===== src/e1tx_pkg.sv =====
// constants and types shared by the e1 transmit line output stage
// assumes a single 20 MHz core clock; only the three timing pins and the reset release are synchronised inside
package e1tx_pkg;

    // core clock and nominal line clock rates in Hz
    localparam int CLK_HZ = 32'h0131_2D00;        // 20 MHz core clock
    localparam int NOMINAL_TX_HZ = 32'h001F_4000; // 2.048 MHz line clock
    localparam int CRYSTAL_JAT_HZ = 32'h02EE_0000;  // 49.152 MHz when attenuating
    localparam int CRYSTAL_PLAIN_HZ = 32'h00FA_0000; // 16.384 MHz otherwise

    // nominal output clock period in core cycles, rounded down
    localparam int NOM_PERIOD_CYC = CLK_HZ / NOMINAL_TX_HZ;

    // direct mode divides the selected reference by eight
    localparam int DIRECT_DIV = 32'h0000_0008;
    localparam int DIRECT_HALF_EDGES = DIRECT_DIV / 2;
    localparam int DIV_CNT_W = 2;
    localparam logic [DIV_CNT_W-1:0] DIV_LAST = 2'(DIRECT_HALF_EDGES - 1);

    // reference period tracker: wide enough for an 8 kHz reference
    localparam int TX_PER_W = 12;
    localparam int AVG_FRAC = 4;              // fraction bits of the average
    localparam int AVG_SHIFT = 3;             // loop gain of 1/8
    localparam int JAT_MULT_LOG2 = 0;         // ratio of one by default
    localparam logic [TX_PER_W+AVG_FRAC-1:0] AVG_RESET =
        16'(NOM_PERIOD_CYC << AVG_FRAC);
    localparam logic [TX_PER_W-1:0] MEAS_RESET = 12'h001;

    // rate conversion buffer and its level flag thresholds
    localparam int BUF_WIDTH = 2;
    localparam int BUF_DEPTH = 2;
    localparam int BUF_LVL_W = 2;
    localparam logic [BUF_LVL_W-1:0] FLAG_EMPTY_MARK = 2'h0;
    localparam logic [BUF_LVL_W-1:0] FLAG_FULL_MARK = 2'h2;

    // positions of the pulses inside a buffered word
    localparam int POS_BIT = 0;
    localparam int NEG_BIT = 1;

    // reset value of the analog low power state
    localparam logic LOWPOWER_RESET = 1'h1;

    // reference clock sources, also used as pin indices
    typedef enum logic [1:0] {
        SRC_TXCLK,
        SRC_BACKPLANE,
        SRC_RECOVERED
    } e1tx_src_t;

endpackage : e1tx_pkg


===== src/e1tx_line_out.sv =====
// e1 transmit line output stage with transmit clock source selection
// assumes pins arrive asynchronously and config ports come from mclk
`timescale 1ns/100ps
`default_nettype none

module e1tx_line_out
    import e1tx_pkg::*;
#(
    parameter int PER_W = TX_PER_W,
    parameter int MULT_LOG2 = JAT_MULT_LOG2,
    parameter int DEPTH = BUF_DEPTH
)
(
    // clock and reset
    input wire logic mclk,
    input wire logic rst_n,
    // asynchronous timing pins
    input wire logic tx_clock_in,
    input wire logic backplane_tx_clock,
    input wire logic recovered_rx_clock,
    // configuration
    input wire logic dual_rail_sel,
    input wire logic rz_format,
    input wire logic update_on_falling,
    input wire logic flag_sel_full,
    input wire logic jat_enable,
    input wire logic [1:0] clk_src_sel,
    input wire logic line_loopback,
    input wire logic analog_enable,
    // transmit data stream
    input wire logic in_valid,
    output logic in_ready,
    input wire logic in_pos,
    input wire logic in_neg,
    // line outputs
    output logic tx_clock_out,
    output logic tx_pos_pulse,
    output logic tx_neg_pulse,
    // status
    output logic tx_underrun,
    output logic tx_analog_lowpower
);

    logic rst_s1_r, rst_s2_r; // reset release synchroniser
    logic rst_core_n;
    logic [2:0] pin_vec;
    logic [2:0] s1_r, s2_r, s3_r;      // pin synchronisers and history
    logic [2:0] s1_nxt, s2_nxt, s3_nxt;
    logic [2:0] src_rise;
    e1tx_src_t eff_src;
    logic ref_edge;
    logic toggle;
    logic buf_valid, pop;
    logic [BUF_WIDTH-1:0] buf_data;
    logic [BUF_LVL_W-1:0] buf_level;
    logic near_flag, upd_evt, clr_evt;
    logic pos_r, pos_nxt;   // positive pulse or single rail data
    logic neg_r, neg_nxt;   // negative pulse or fifo flag
    logic und_r, und_nxt;
    logic lowp_r, lowp_nxt;

    // release reset only after two clean mclk edges
    always_ff @(posedge mclk or negedge rst_n)
    begin
        if (!rst_n)
        begin
            rst_s1_r <= 1'h0;
            rst_s2_r <= 1'h0;
        end
        else
        begin
            rst_s1_r <= 1'h1;
            rst_s2_r <= rst_s1_r;
        end
    end
    assign rst_core_n = rst_s2_r;

    // clock pins sampled as data; third stage feeds the edge detect
    assign pin_vec = {recovered_rx_clock, backplane_tx_clock, tx_clock_in};
    always_comb
    begin
        s1_nxt = pin_vec;
        s2_nxt = s1_r;
        s3_nxt = s2_r;
    end

    always_ff @(posedge mclk or negedge rst_core_n)
    begin
        if (!rst_core_n)
        begin
            s1_r <= '0;
            s2_r <= '0;
            s3_r <= '0;
        end
        else
        begin
            s1_r <= s1_nxt;
            s2_r <= s2_nxt;
            s3_r <= s3_nxt;
        end
    end

    // rising edges only from the second and third stages
    assign src_rise = s2_r & ~s3_r;

    // source choice; loopback overrides whatever software picked
    always_comb
    begin
        if (line_loopback)
        begin
            eff_src = SRC_RECOVERED;
        end
        else
        begin
            case (clk_src_sel)
                2'h1: eff_src = SRC_BACKPLANE;
                2'h2: eff_src = SRC_RECOVERED;
                default: eff_src = SRC_TXCLK;
            endcase
        end
        ref_edge = src_rise[eff_src];
    end

    // clock generator: the 2.048 MHz output comes from either mode
    e1tx_clkgen #(
        .PER_W(PER_W),
        .MULT_LOG2(MULT_LOG2)
    ) u_clkgen (
        .clk(mclk),
        .rst_n(rst_core_n),
        .ref_edge(ref_edge),
        .jat_enable(jat_enable),
        .clk_out(tx_clock_out),
        .toggle(toggle)
    );

    // rate conversion buffer; a stalled sender loses no word
    e1tx_buf #(
        .WIDTH(BUF_WIDTH),
        .DEPTH(DEPTH)
    ) u_buf (
        .clk(mclk),
        .rst_n(rst_core_n),
        .in_valid(in_valid),
        .in_ready(in_ready),
        .in_data({in_neg, in_pos}),
        .out_valid(buf_valid),
        .out_ready(pop),
        .out_data(buf_data),
        .level(buf_level)
    );

    // output stage: both line pins move on the same edge as the clock pin
    always_comb
    begin
        upd_evt = toggle & (update_on_falling ? tx_clock_out
                                              : ~tx_clock_out);
        clr_evt = toggle & ~upd_evt;
        near_flag = flag_sel_full ? (buf_level >= FLAG_FULL_MARK)
                                  : (buf_level <= FLAG_EMPTY_MARK);
        pos_nxt = pos_r;
        neg_nxt = neg_r;
        und_nxt = 1'h0;
        pop = 1'h0;
        if (upd_evt)
        begin
            pop = buf_valid;
            // an empty buffer sends spaces rather than stale data
            pos_nxt = buf_valid & buf_data[POS_BIT];
            und_nxt = ~buf_valid;
            if (dual_rail_sel)
            begin
                neg_nxt = buf_valid & buf_data[NEG_BIT];
            end
            else
            begin
                neg_nxt = near_flag;
            end
        end
        else if (clr_evt && dual_rail_sel && rz_format)
        begin
            // return to zero halfway through the bit
            pos_nxt = 1'h0;
            neg_nxt = 1'h0;
        end
        // analog driver follows software; reset leaves it powered down
        lowp_nxt = ~analog_enable;
    end

    always_ff @(posedge mclk or negedge rst_core_n)
    begin
        if (!rst_core_n)
        begin
            pos_r <= 1'h0;
            neg_r <= 1'h0;
            und_r <= 1'h0;
            lowp_r <= LOWPOWER_RESET;
        end
        else
        begin
            pos_r <= pos_nxt;
            neg_r <= neg_nxt;
            und_r <= und_nxt;
            lowp_r <= lowp_nxt;
        end
    end

    assign tx_pos_pulse = pos_r;
    assign tx_neg_pulse = neg_r;
    assign tx_underrun = und_r;
    assign tx_analog_lowpower = lowp_r;
endmodule : e1tx_line_out

`default_nettype wire


===== src/e1tx_buf.sv =====
// two entry buffer with valid and ready on both sides
// assumes one clock and an active low asynchronous reset
`timescale 1ns/100ps
`default_nettype none

module e1tx_buf
    import e1tx_pkg::*;
#(
    parameter int WIDTH = BUF_WIDTH,
    parameter int DEPTH = BUF_DEPTH
)
(
    // clock and reset
    input wire logic clk,
    input wire logic rst_n,
    // filling side
    input wire logic in_valid,
    output logic in_ready,
    input wire logic [WIDTH-1:0] in_data,
    // draining side
    output logic out_valid,
    input wire logic out_ready,
    output logic [WIDTH-1:0] out_data,
    // occupancy
    output logic [$clog2(DEPTH+1)-1:0] level
);

    localparam int PW = (DEPTH > 1) ? $clog2(DEPTH) : 1;
    localparam int CW = $clog2(DEPTH + 1);

    logic [WIDTH-1:0] mem_r [DEPTH];   // storage words
    logic [WIDTH-1:0] mem_nxt [DEPTH];
    logic [PW-1:0] wr_ptr_r, wr_ptr_nxt;
    logic [PW-1:0] rd_ptr_r, rd_ptr_nxt;
    logic [CW-1:0] cnt_r, cnt_nxt;
    logic push, pop;

    // full and empty come straight from the count, never guessed
    assign in_ready = (cnt_r != CW'(DEPTH));
    assign out_valid = (cnt_r != '0);
    assign out_data = mem_r[rd_ptr_r];
    assign level = cnt_r;

    // pointer, count and storage next values
    always_comb
    begin
        push = in_valid & in_ready;
        pop = out_valid & out_ready;
        mem_nxt = mem_r;
        wr_ptr_nxt = wr_ptr_r;
        rd_ptr_nxt = rd_ptr_r;
        cnt_nxt = cnt_r;
        if (push)
        begin
            mem_nxt[wr_ptr_r] = in_data;
            wr_ptr_nxt = (wr_ptr_r == PW'(DEPTH - 1)) ? '0 : wr_ptr_r + PW'(1);
        end
        if (pop)
        begin
            rd_ptr_nxt = (rd_ptr_r == PW'(DEPTH - 1)) ? '0 : rd_ptr_r + PW'(1);
        end
        // simultaneous push and pop leave the count alone
        if (push && !pop)
        begin
            cnt_nxt = cnt_r + CW'(1);
        end
        else if (pop && !push)
        begin
            cnt_nxt = cnt_r - CW'(1);
        end
    end

    // register stage
    always_ff @(posedge clk or negedge rst_n)
    begin
        if (!rst_n)
        begin
            for (int i = 0; i < DEPTH; i++)
            begin
                mem_r[i] <= '0;
            end
            wr_ptr_r <= '0;
            rd_ptr_r <= '0;
            cnt_r <= '0;
        end
        else
        begin
            mem_r <= mem_nxt;
            wr_ptr_r <= wr_ptr_nxt;
            rd_ptr_r <= rd_ptr_nxt;
            cnt_r <= cnt_nxt;
        end
    end

endmodule : e1tx_buf

`default_nettype wire


===== src/e1tx_clkgen.sv =====
// transmit clock generator: divide by eight or tracking attenuator
// assumes ref_edge is a one cycle pulse per rising reference edge
`timescale 1ns/100ps
`default_nettype none

module e1tx_clkgen
    import e1tx_pkg::*;
#(
    parameter int PER_W = TX_PER_W,
    parameter int MULT_LOG2 = JAT_MULT_LOG2
)
(
    // clock and reset
    input wire logic clk,
    input wire logic rst_n,
    // reference and mode
    input wire logic ref_edge,
    input wire logic jat_enable,
    // generated clock and its change strobe
    output logic clk_out,
    output logic toggle
);

    localparam int AVG_W = PER_W + AVG_FRAC;
    localparam int HALF_SH = AVG_FRAC + 1 + MULT_LOG2;

    logic [DIV_CNT_W-1:0] div_cnt_r, div_cnt_nxt; // reference edges seen
    logic [PER_W-1:0] meas_r, meas_nxt;           // cycles since last edge
    logic [AVG_W-1:0] avg_r, avg_nxt;             // smoothed period
    logic [AVG_W-1:0] gen_cnt_r, gen_cnt_nxt;     // half period counter
    logic clk_r, clk_nxt;
    logic [AVG_W-1:0] half_raw, half_cyc;
    logic signed [AVG_W:0] diff, step, sum;
    logic direct_tog, jat_tog;

    assign clk_out = clk_r;

    // both generators run all the time; the mode only picks the strobe
    always_comb
    begin
        div_cnt_nxt = div_cnt_r;
        direct_tog = 1'h0;
        if (ref_edge)
        begin
            if (div_cnt_r == DIV_LAST)
            begin
                div_cnt_nxt = '0;
                direct_tog = 1'h1;
            end
            else
            begin
                div_cnt_nxt = div_cnt_r + DIV_CNT_W'(1);
            end
        end
        // saturate so a slow 8 kHz reference never wraps the count
        if (ref_edge)
        begin
            meas_nxt = MEAS_RESET;
        end
        else if (meas_r == '1)
        begin
            meas_nxt = meas_r;
        end
        else
        begin
            meas_nxt = meas_r + PER_W'(1);
        end
        // first order loop: jitter is averaged out over about 8 edges
        diff = $signed({1'h0, meas_r, {AVG_FRAC{1'h0}}}) -
               $signed({1'h0, avg_r});
        step = diff >>> AVG_SHIFT;
        sum = $signed({1'h0, avg_r}) + step;
        avg_nxt = ref_edge ? sum[AVG_W-1:0] : avg_r;
        // half period scaled by the multiplication ratio, at least 1
        half_raw = avg_r >> HALF_SH;
        half_cyc = (half_raw == '0) ? AVG_W'(1) : half_raw;
        jat_tog = (gen_cnt_r >= half_cyc - AVG_W'(1));
        gen_cnt_nxt = jat_tog ? '0 : gen_cnt_r + AVG_W'(1);
        toggle = jat_enable ? jat_tog : direct_tog;
        clk_nxt = clk_r ^ toggle;
    end

    // register stage
    always_ff @(posedge clk or negedge rst_n)
    begin
        if (!rst_n)
        begin
            div_cnt_r <= '0;
            meas_r <= MEAS_RESET;
            avg_r <= AVG_RESET;
            gen_cnt_r <= '0;
            clk_r <= 1'h0;
        end
        else
        begin
            div_cnt_r <= div_cnt_nxt;
            meas_r <= meas_nxt;
            avg_r <= avg_nxt;
            gen_cnt_r <= gen_cnt_nxt;
            clk_r <= clk_nxt;
        end
    end
endmodule : e1tx_clkgen

`default_nettype wire


===== config.mk =====
export PLATFORM = sky130hd
export DESIGN_NAME = e1tx_line_out
export DESIGN_NICKNAME = d
export VERILOG_FILES = /design/src/e1tx_pkg.sv /design/src/e1tx_line_out.sv /design/src/e1tx_buf.sv /design/src/e1tx_clkgen.sv
export SDC_FILE = /design/constraint.sdc
export NUM_CORES = 1
export LEC_CHECK = 0
export ABC_CLOCK_PERIOD_IN_PS = 2500
export BUFFER_PORTS_ARGS = -buffer_cell sky130_fd_sc_hd__buf_2
export CAP_MARGIN = 20
export CORE_UTILIZATION = 50
export CTS_CLUSTER_DIAMETER = 30
export DETAILED_ROUTE_END_ITERATION = 8
export PLACE_DENSITY = 0.67
export SETUP_SLACK_MARGIN = 0.2
export SYNTH_ARGS = -nofsm -noshare
export SYNTH_HDL_FRONTEND = slang
export SYNTH_SLANG_ARGS = --single-unit

===== constraint.sdc =====
create_clock -name mclk -period 2.5 [get_ports mclk]
set_clock_uncertainty 0.05 [all_clocks]
set_input_delay 0.125 -clock mclk [delete_from_list [all_inputs] [get_ports mclk]]
set_output_delay 0.125 -clock mclk [all_outputs]
set_load 0.01 [all_outputs]

[Word-level counts from Yosys, hierarchy flattened]
Index checks and enable logic that the tools add are counted.
Cells by class
  equal/unequal tests: 6
  order comparisons: 7
  muxes and demuxes: 30
  bitwise gates (word level): 15
  reduce and logical (&&, ||, !) cells: 11
  $add $sub $neg: 10
Operator list (number)
  $mux 12: 2
  $sub 16x16->17: 1
  $add 16x1->16 const B: 1
  $add 16x14->16: 1
  $ge 16x16->1: 1
  $logic_not 16->1: 1
  $mux 16: 1
  $mux 2: 8
  $sub 16x1->16 const B: 1
  $mux 1: 14
  $add 12x1->12 const B: 1
  $eq 12x12->1 const B: 1
  $mux 11: 1
  $and 1x1->1: 6
  $ge 2x2->1 const B: 3
  $reduce_bool 2->1: 3
  $logic_and 1x1->1: 5
  $add 2x1->2 const B: 2
  $bwmux 4: 1
  $eq 2x2->1 const B: 2
  $not 1->1: 4
  $not 1->2: 2
  $pmux 2 s2: 1
  $and 3x3->3: 1
  other kinds (13): 15
Word-level totals
  output and inout port bits: 6
  bits in registers: 70
  input port bits: 17

[Depth between registers and ports, before layout]
Gate-level depths: netlist of the first run.
  depth after elaboration: 14
  depth in mapped cells: 19

[By module]
A second synthesis of the first run with hierarchy kept.
Second synthesis, totals
  cells, all modules: 489
  area total of the unflattened synthesis: 4753.3 um^2
By module, submodules not included
  e1tx_clkgen: instances 1, area an instance 3844.9 um^2, cells each 426, seq. area each 1179.9 um^2
  e1tx_line_out: instances 1, area an instance 520.5 um^2, cells each 36, seq. area each 376.6 um^2
  e1tx_buf: instances 1, area an instance 387.9 um^2, cells each 27, seq. area each 200.2 um^2

[Worst setup path after synthesis of the first run]
OpenSTA, ideal clock, no wires.
  kind: register -> register
  from: register u_clkgen.avg_r[11]
  to: register u_buf.cnt_r[1], in the netlist u_buf.level[1]
  required time: 2.325 ns
  path buffers: 0
  cell stages (with the launch flop): 20
  setup slack: -1.816 ns
  arrival: 4.141 ns
  library setup time: 0.125 ns
  path through: dfrtp_1 > inv_1 > nand3_1 > nor4b_1 > a21oi_1 > ha_1 > and3_1 > nand2_1 > xnor2_1 > ha_1 > and4_1 > a2111oi_0 > o21ai_0 > o211ai_1 > a31oi_1 > o211ai_1 > ha_1 > xor2_1 > nor2_1 > xor2_1
On the way
  longest elaborated chain between the ends: 11
RTL lines
  start, declared: RTL line e1tx_clkgen.sv:29  | logic [AVG_W-1:0] avg_r, avg_nxt;
  start signal, assigned: RTL line e1tx_clkgen.sv:98  | avg_r <= avg_nxt;
  $logic_not 16->1: RTL line e1tx_clkgen.sv:76  | half_cyc = (half_raw == '0) ? AVG_W'(1) : half_raw;
  $mux 11 *: RTL line e1tx_clkgen.sv:76
  $sub 16x1->16 *: RTL line e1tx_clkgen.sv:77  | jat_tog = (gen_cnt_r >= half_cyc - AVG_W'(1));
  $ge 16x16->1 *: RTL line e1tx_clkgen.sv:77
  $mux 1 *: RTL line e1tx_clkgen.sv:79  | toggle = jat_enable ? jat_tog : direct_tog;
  $and 1x1->1 *: RTL line e1tx_line_out.sv:156  | upd_evt = toggle & (update_on_falling ? tx_clock_out
  $mux 1 *: RTL line e1tx_line_out.sv:165  | if (upd_evt)
  $and 1x1->1 *: RTL line e1tx_buf.sv:48  | pop = out_valid & out_ready;
  $logic_not 1->1: RTL line e1tx_buf.sv:63  | if (push && !pop)
  $logic_and 1x1->1: RTL line e1tx_buf.sv:63
  $mux 2 / $reduce_bool 2->1 (equally long branches)
  end signal, assigned: RTL line e1tx_buf.sv:91  | cnt_r <= cnt_nxt;
  end, declared: RTL line e1tx_buf.sv:35  | logic [CW-1:0] cnt_r, cnt_nxt;
Every way passes the cells marked *; elsewhere a longest branch is shown, timed or not.
A chain may end at the register's enable or synchronous reset.

[Worst setup path in the final report of the first run]
  from: register u_clkgen.avg_r[7]
  to: register u_clkgen.avg_r[15]
On the way
  longest elaborated chain between the ends: 2
RTL lines
  $sub 16x16->17: RTL line e1tx_clkgen.sv:69  | diff = $signed({1'h0, meas_r, {AVG_FRAC{1'h0}}}) -
  $add 16x14->16 *: RTL line e1tx_clkgen.sv:72  | sum = $signed({1'h0, avg_r}) + step;
Marks and branches as above.

==> impl_metrics.tcl, run 1 <==
set metrics [dict create \
    syn_inst 485 \
    cts_made_buffers 9 \
    initial_utilization_pct 51.6 \
    area_delta_synth_final_pct 49.7 \
    dr.pass1.iters 5 \
    vias_per_cell 5.40 \
    yosys.area.top_type "dfrtp_1" \
    fin_area_um2 6740 \
    setup_slack_ps -1150 \
    synthFlopType "dfrtp_1" \
    fp.dieW_um 96.9 \
    ant_nets 0 \
    outcome "complete, but fails checks" \
    syn-cell-area_um2 4500 \
    grt_pass1_wl_um 19400 \
    finalCritPeriodShare_pct 146 \
    final.fill_count 547 \
    crit_family "compound AO/OA/AOI/OAI gates" \
    cts-root-buf "clkbuf_8" \
    cap_violations 0 \
    grt-ovfl-total 0 \
    worst_pin_slew_ps 653 \
    grt_usage_pct 25.6 \
    vias 4200 \
    n_antenna_cell 0 \
    crit_slowest_cell "dfstp_2" \
    end_kind "flip-flop" \
    io_buffers 22 \
    place.gp.congestion 0.895 \
    final_core_util_pct 77.3 \
    path_class "reg -> reg" \
    layout_commonest_cell "buf_4" \
    vdd.ir_drop.worst_v 0.00176 \
    ys_seq_elements 70 \
    finalMaxSlewViolations 0 \
    rsz0062_at_grt "yes" \
    crit_top_cell "a21o_1" \
    antenna_found_initial 0 \
    dp_slack_ps -1270 \
    cts_sinks 70 \
    max_freq_ghz 0.274 \
    setup_violations 36 \
    grt_pass1_vias 4331 \
    num_rows 34 \
    fp.dieH_um 96.9 \
    crit_fanout 3 \
    postSynthAreaPerCell_um2 9.28 \
    dpl_cell_area_um2 5780 \
    yosysWarnings 0 \
    arrival_ps 3840 \
    first_iter_violations 143 \
    clock_path_buffers 2 \
    yosysSeqAreaShare_pct 39.0 \
    ys_top_cells_by_area "dfrtp_1, ha_1, xnor2_1, xor2_1, nor2_1" \
    io_pins 23 \
    slew_headroom_pct 56.5 \
    post-dp-hpwl_um 8190 \
    htree_levels 3 \
    yosys.area.top_type_share_pct 36.7 \
    dieArea_um2 9390 \
    critical_path_required_ps 2690 \
    clk_pin_slew_ps 80 \
    hold_path.class "in -> reg" \
    p_leak_nw 3.21 \
    finalPower_w 0.0112 \
    slowest_delay_ps 540 \
    fin_nets 730 \
    layout_common_cells "buf_4, dfrtp_1, nand2_1" \
    setup.worst_path.start_class "flip-flop" \
    grt_max_degree 33 \
    cts_tree "done" \
    clock_latency_ps 350 \
    failed_checks "setup timing" \
    path_cells "inv_2, ha_4, a21o_1, a221o_1, a31oi_4, a21oi_2, a21oi_2, o21bai_1, xnor2_1, ha_1, a21o_1, a21oi_4, nand2_1, o22a_1, or3_1, a21o_1, xnor2_1" \
    ys_types 48 \
    p_per_area_nw_per_um2 1660 \
    totalWireLength_um 12100 \
    drive_gt1_share_pct 41.9 \
    drc 0 \
    synth-edff-count 0 \
    wl_per_cell_um 15.6 \
    multi_input_area_um2 3220 \
    fin_crit_ps 3650 \
    critPathBufInv 1 \
    final-seq-area_um2 1760 \
    async_reset_ff_share_pct 100 \
    core_um2 8720 \
    hold_viol_final 0 \
]
-- sequential cells by signal, indices dropped and copies added, names as in the netlist, 2 cells and up --
register / count
u_clkgen.avg_r: 16
u_clkgen.gen_cnt_r: 16
u_clkgen.meas_r: 12
u_buf.mem_r: 4
s1_r: 3
s2_r: 3
s3_r: 3
u_buf.level: 2
u_clkgen.div_cnt_r: 2
-- metal layers --
layer  track usage, %  routed length, um  up-vias
met1             29.9               5140     2010
met3             5.27                410       40
met5                0                  0        -
li1                 -                  -     2059
met2             45.6               6160       91
met4             10.2                416        0
-- kinds of logic after synthesis --
group	share of synthesized area, %
XOR/XNOR	10.9
flip-flops	39.0
other	0.0833
multiplexers	1.95
adder cells (fa/ha/maj)	13.5
AND/OR/NAND/NOR	17.9
buffers and inverters	2.58
AO/OA/AOI/OAI	14.1
-- through the flow --
step	TNS (ps)	hold WS, ps	cells
2_1_floorplan	-19510	-221	488
5_1_grt	-31400	39.6	778
3_5_place_dp	-24550	-139	725
4_1_cts	-21760	15.6	760
3_3_place_gp	-20730	-140	725
6_report	-25490	32.0	778
-- power by group --
part           total [W]  leakage (nW)  switching [W]  internal [W]
logic            0.00833          2.24        0.00385       0.00448
registers        0.00194         0.870       0.000396       0.00155
clock network   0.000925        0.0996       0.000461      0.000464
-- worst paths after layout --
check,startpoint,end,slack [ps],depth (start not counted)
hold / removal,in_valid,u_buf.wr_ptr_r$_DFFE_PN0P_,30,3
setup reg to reg,u_clkgen.avg_r[7]$_DFFE_PN1P_,u_clkgen.avg_r[15]$_DFFE_PN0P_,-1150,17
hold reg to reg,rst_core_n$_DFF_PN0_,u_clkgen.gen_cnt_r[9]$_DFF_PN0_,250,0
setup / recovery,u_clkgen.avg_r[7]$_DFFE_PN1P_,u_clkgen.avg_r[15]$_DFFE_PN0P_,-1150,17
min in group asynchronous,rst_n,rst_s1_r$_DFF_PN0_,50,2
max in group asynchronous,rst_core_n$_DFF_PN0_,tx_analog_lowpower$_DFF_PN1_,1380,1
-- repair_timing --
item,CTS,global route
pin swaps,34,37
setup buffers,12,17
resized for setup,42,48
setup endpoints to repair,36,38
hold buffers,7,0
cloned,0,1
endpoints found under the hold margin,10,0
-- tightest hold or removal path: cells and delay by family --
family                 cells  cell delay, ps
XOR/XNOR                   1              70
buffers and inverters      1              90
AND/OR/NAND/NOR            1             110
-- Yosys cell counts (all sizes together) (4+ instances only) --
| master | count |
|---|---|
| o211ai | 4 |
| nand2 | 47 |
| and3 | 8 |
| a21oi | 25 |
| clkbuf | 6 |
| nand4 | 7 |
| mux2 | 6 |
| o21a | 5 |
| dfstp | 4 |
| xnor2 | 29 |
| ha | 47 |
| inv | 25 |
| nor2 | 58 |
| o21ai | 24 |
| a21o | 16 |
| dfrtp | 66 |
| nor2b | 6 |
| nand3 | 18 |
| nand2b | 4 |
| nor3 | 13 |
| xor2 | 27 |
-- final cells by class --
cell class,instances,share of cell area [%]
multi-input cells,387,47.8
flip-flops and latches,70,26.1
well taps,108,2.00
inverters,25,1.39
clock buffers,9,1.84
repair buffers,172,19.8
clock inverters,7,1.10
Power figures use the tool's default switching activity.
==> run 2: changes to the inputs <==
Settings changed: CORE_MARGIN from default to 1.5.
==> run 2 against run 1 <==
Compared with the run above: the run still ends with setup timing left; die area is 2.1% higher; maximum frequency is 1.9% lower; global-route usage is 0.55 points lower.
==> impl_metrics.tcl, run 2 (same netlist as run 1, synthesis figures left out) <==
set metrics [dict create \
    grt_usage_pct 25.0 \
    drive_gt1_share_pct 43.2 \
    grt_pass1_wl_um 19400 \
    n_antenna_cell 0 \
    layout_common_cells "buf_4, dfrtp_1, nand2_1" \
    setup.worst_path.start_class "flip-flop" \
    cts_made_buffers 9 \
    dieArea_um2 9580 \
    vias 4189 \
    grt_pass1_vias 4307 \
    hold_path.class "in -> async" \
    clock_latency_ps 360 \
    area_delta_synth_final_pct 51.3 \
    fin_nets 729 \
    failed_checks "setup timing" \
    fp.dieH_um 97.9 \
    crit_fanout 6 \
    outcome "complete, but fails checks" \
    cap_violations 0 \
    dpl_cell_area_um2 5790 \
    hold_viol_final 0 \
    crit_slowest_cell "dfrtp_1" \
    clk_pin_slew_ps 90 \
    slew_headroom_pct 61.9 \
    r2r_cells 22 \
    core_um2 8720 \
    place_inst 726 \
    grt-ovfl-total 0 \
    end_kind "flip-flop" \
    max_freq_ghz 0.269 \
    path_class "reg -> reg" \
    num_rows 34 \
    post-dp-hpwl_um 8160 \
    fin_area_um2 6810 \
    setup_violations 35 \
    dr.pass1.iters 4 \
    totalWireLength_um 12200 \
    crit_top_cell "buf_6" \
    crit-reg2reg-launch "u_clkgen.avg_r[13]$_DFFE_PN0P_" \
    grt_max_degree 33 \
    largestRegisters "u_clkgen.avg_r x16, u_clkgen.gen_cnt_r x16, u_clkgen.meas_r x12" \
    critPathBufInv 8 \
    io_pins 23 \
    ant_nets 0 \
    rsz0062_at_grt "yes" \
    arrival_ps 3960 \
    place.gp.congestion 0.846 \
    fp.dieW_um 97.9 \
    fin_crit_ps 3720 \
    worst_pin_slew_ps 571 \
    cts_tree "done" \
    finalCritPeriodShare_pct 149 \
    clock_path_buffers 2 \
    reg2reg_to "u_clkgen.gen_cnt_r[11]$_DFF_PN0_" \
    p_leak_nw 3.23 \
    io_buffers 22 \
    holdWs_ps 25.5 \
    antenna_found_initial 0 \
    crit_family "buffers and inverters" \
    wl_per_cell_um 15.8 \
    cts-root-buf "clkbuf_8" \
    layout_commonest_cell "buf_4" \
    p_per_area_nw_per_um2 1690 \
    drc 0 \
    finalPower_w 0.0115 \
    layoutNonFillerInstCount 777 \
    cts_sinks 70 \
    path_cells "inv_2, nand3_4, nor4b_4, a21oi_2, ha_2, and3_4, nand2_4, xnor2_4, ha_4, and4_4, a2111oi_4, o21ai_1, o211ai_1, a31oi_4, buf_4, buf_6, buf_6, buf_6, buf_8, buf_4, buf_16, nor2_2" \
    critical_path_required_ps 2740 \
    first_iter_violations 137 \
    setup_slack_ps -1220 \
    r2r_slack_ps -1220 \
    finalMaxSlewViolations 0 \
    vias_per_cell 5.39 \
    htree_levels 3 \
    initial_utilization_pct 51.6 \
    vdd.ir_drop.worst_v 0.00186 \
    slowest_delay_ps 390 \
    final_core_util_pct 78.1 \
]
-- run 2: worst max-delay path by stage --
| stage | from | endpoint | slack (ps) | cells after the start |
|---|---|---|---|---|
| detailed placement | u_clkgen.avg_r[7]$_DFFE_PN1P_ | u_buf.level[1]$_DFFE_PN0P_ | -1260 | 19 |
| global placement | u_clkgen.avg_r[7]$_DFFE_PN1P_ | u_clkgen.avg_r[15]$_DFFE_PN0P_ | -1040 | 17 |
| CTS | u_clkgen.avg_r[7]$_DFFE_PN1P_ | u_buf.level[1]$_DFFE_PN0P_ | -1130 | 19 |
| global route | u_clkgen.avg_r[7]$_DFFE_PN1P_ | tx_pos_pulse$_DFFE_PN0P_ | -1370 | 21 |
| floorplan | u_clkgen.avg_r[12]$_DFFE_PN0P_ | u_buf.level[1]$_DFFE_PN0P_ | -1250 | 19 |
| finish | u_clkgen.avg_r[13]$_DFFE_PN0P_ | u_clkgen.gen_cnt_r[11]$_DFF_PN0_ | -1220 | 22 |
-- run 2: per-stage QoR --
stage / setup TNS [ps] / worst slack (ps)
3_5_place_dp: -25690 / -1260
5_1_grt: -39480 / -1370
2_1_floorplan: -19510 / -1250
4_1_cts: -22880 / -1130
6_report: -33690 / -1220
3_3_place_gp: -20570 / -1040
-- run 2: area by class of cell --
type	instances	area, um2
tap	108	135
timing repair buffer	171	1350
clock inverter	6	93.8
clock buffer	10	138
inverter	25	96.3
multi-input combinational	387	3240
fill	529	1910
sequential	70	1760
-- run 2: what timing repair did --
item                                    4_1_cts  5_1_grt
pin swaps                                    41       36
endpoints found under the setup margin       36       37
resized for setup                            70       39
endpoints found under the hold margin        10        0
gates cloned                                  1        0
setup buffers                                13       14
hold buffers                                  7        0
-- run 2: layer usage --
layer	GRT usage [%]	part of all wire [%]
met1	29.0	41
met2	46.6	55
met3	5.08	2.5
met4	6.81	2.0
met5	0	0
-- run 2: power by group --
part	switching (W)	leakage, nW	total [W]	internal, W
combinational	0.00397	2.25	0.00852	0.00455
sequential	0.000393	0.870	0.00194	0.00155
clock	0.000475	0.113	0.00107	0.000596
total	0.00483	3.23	0.0115	0.00669
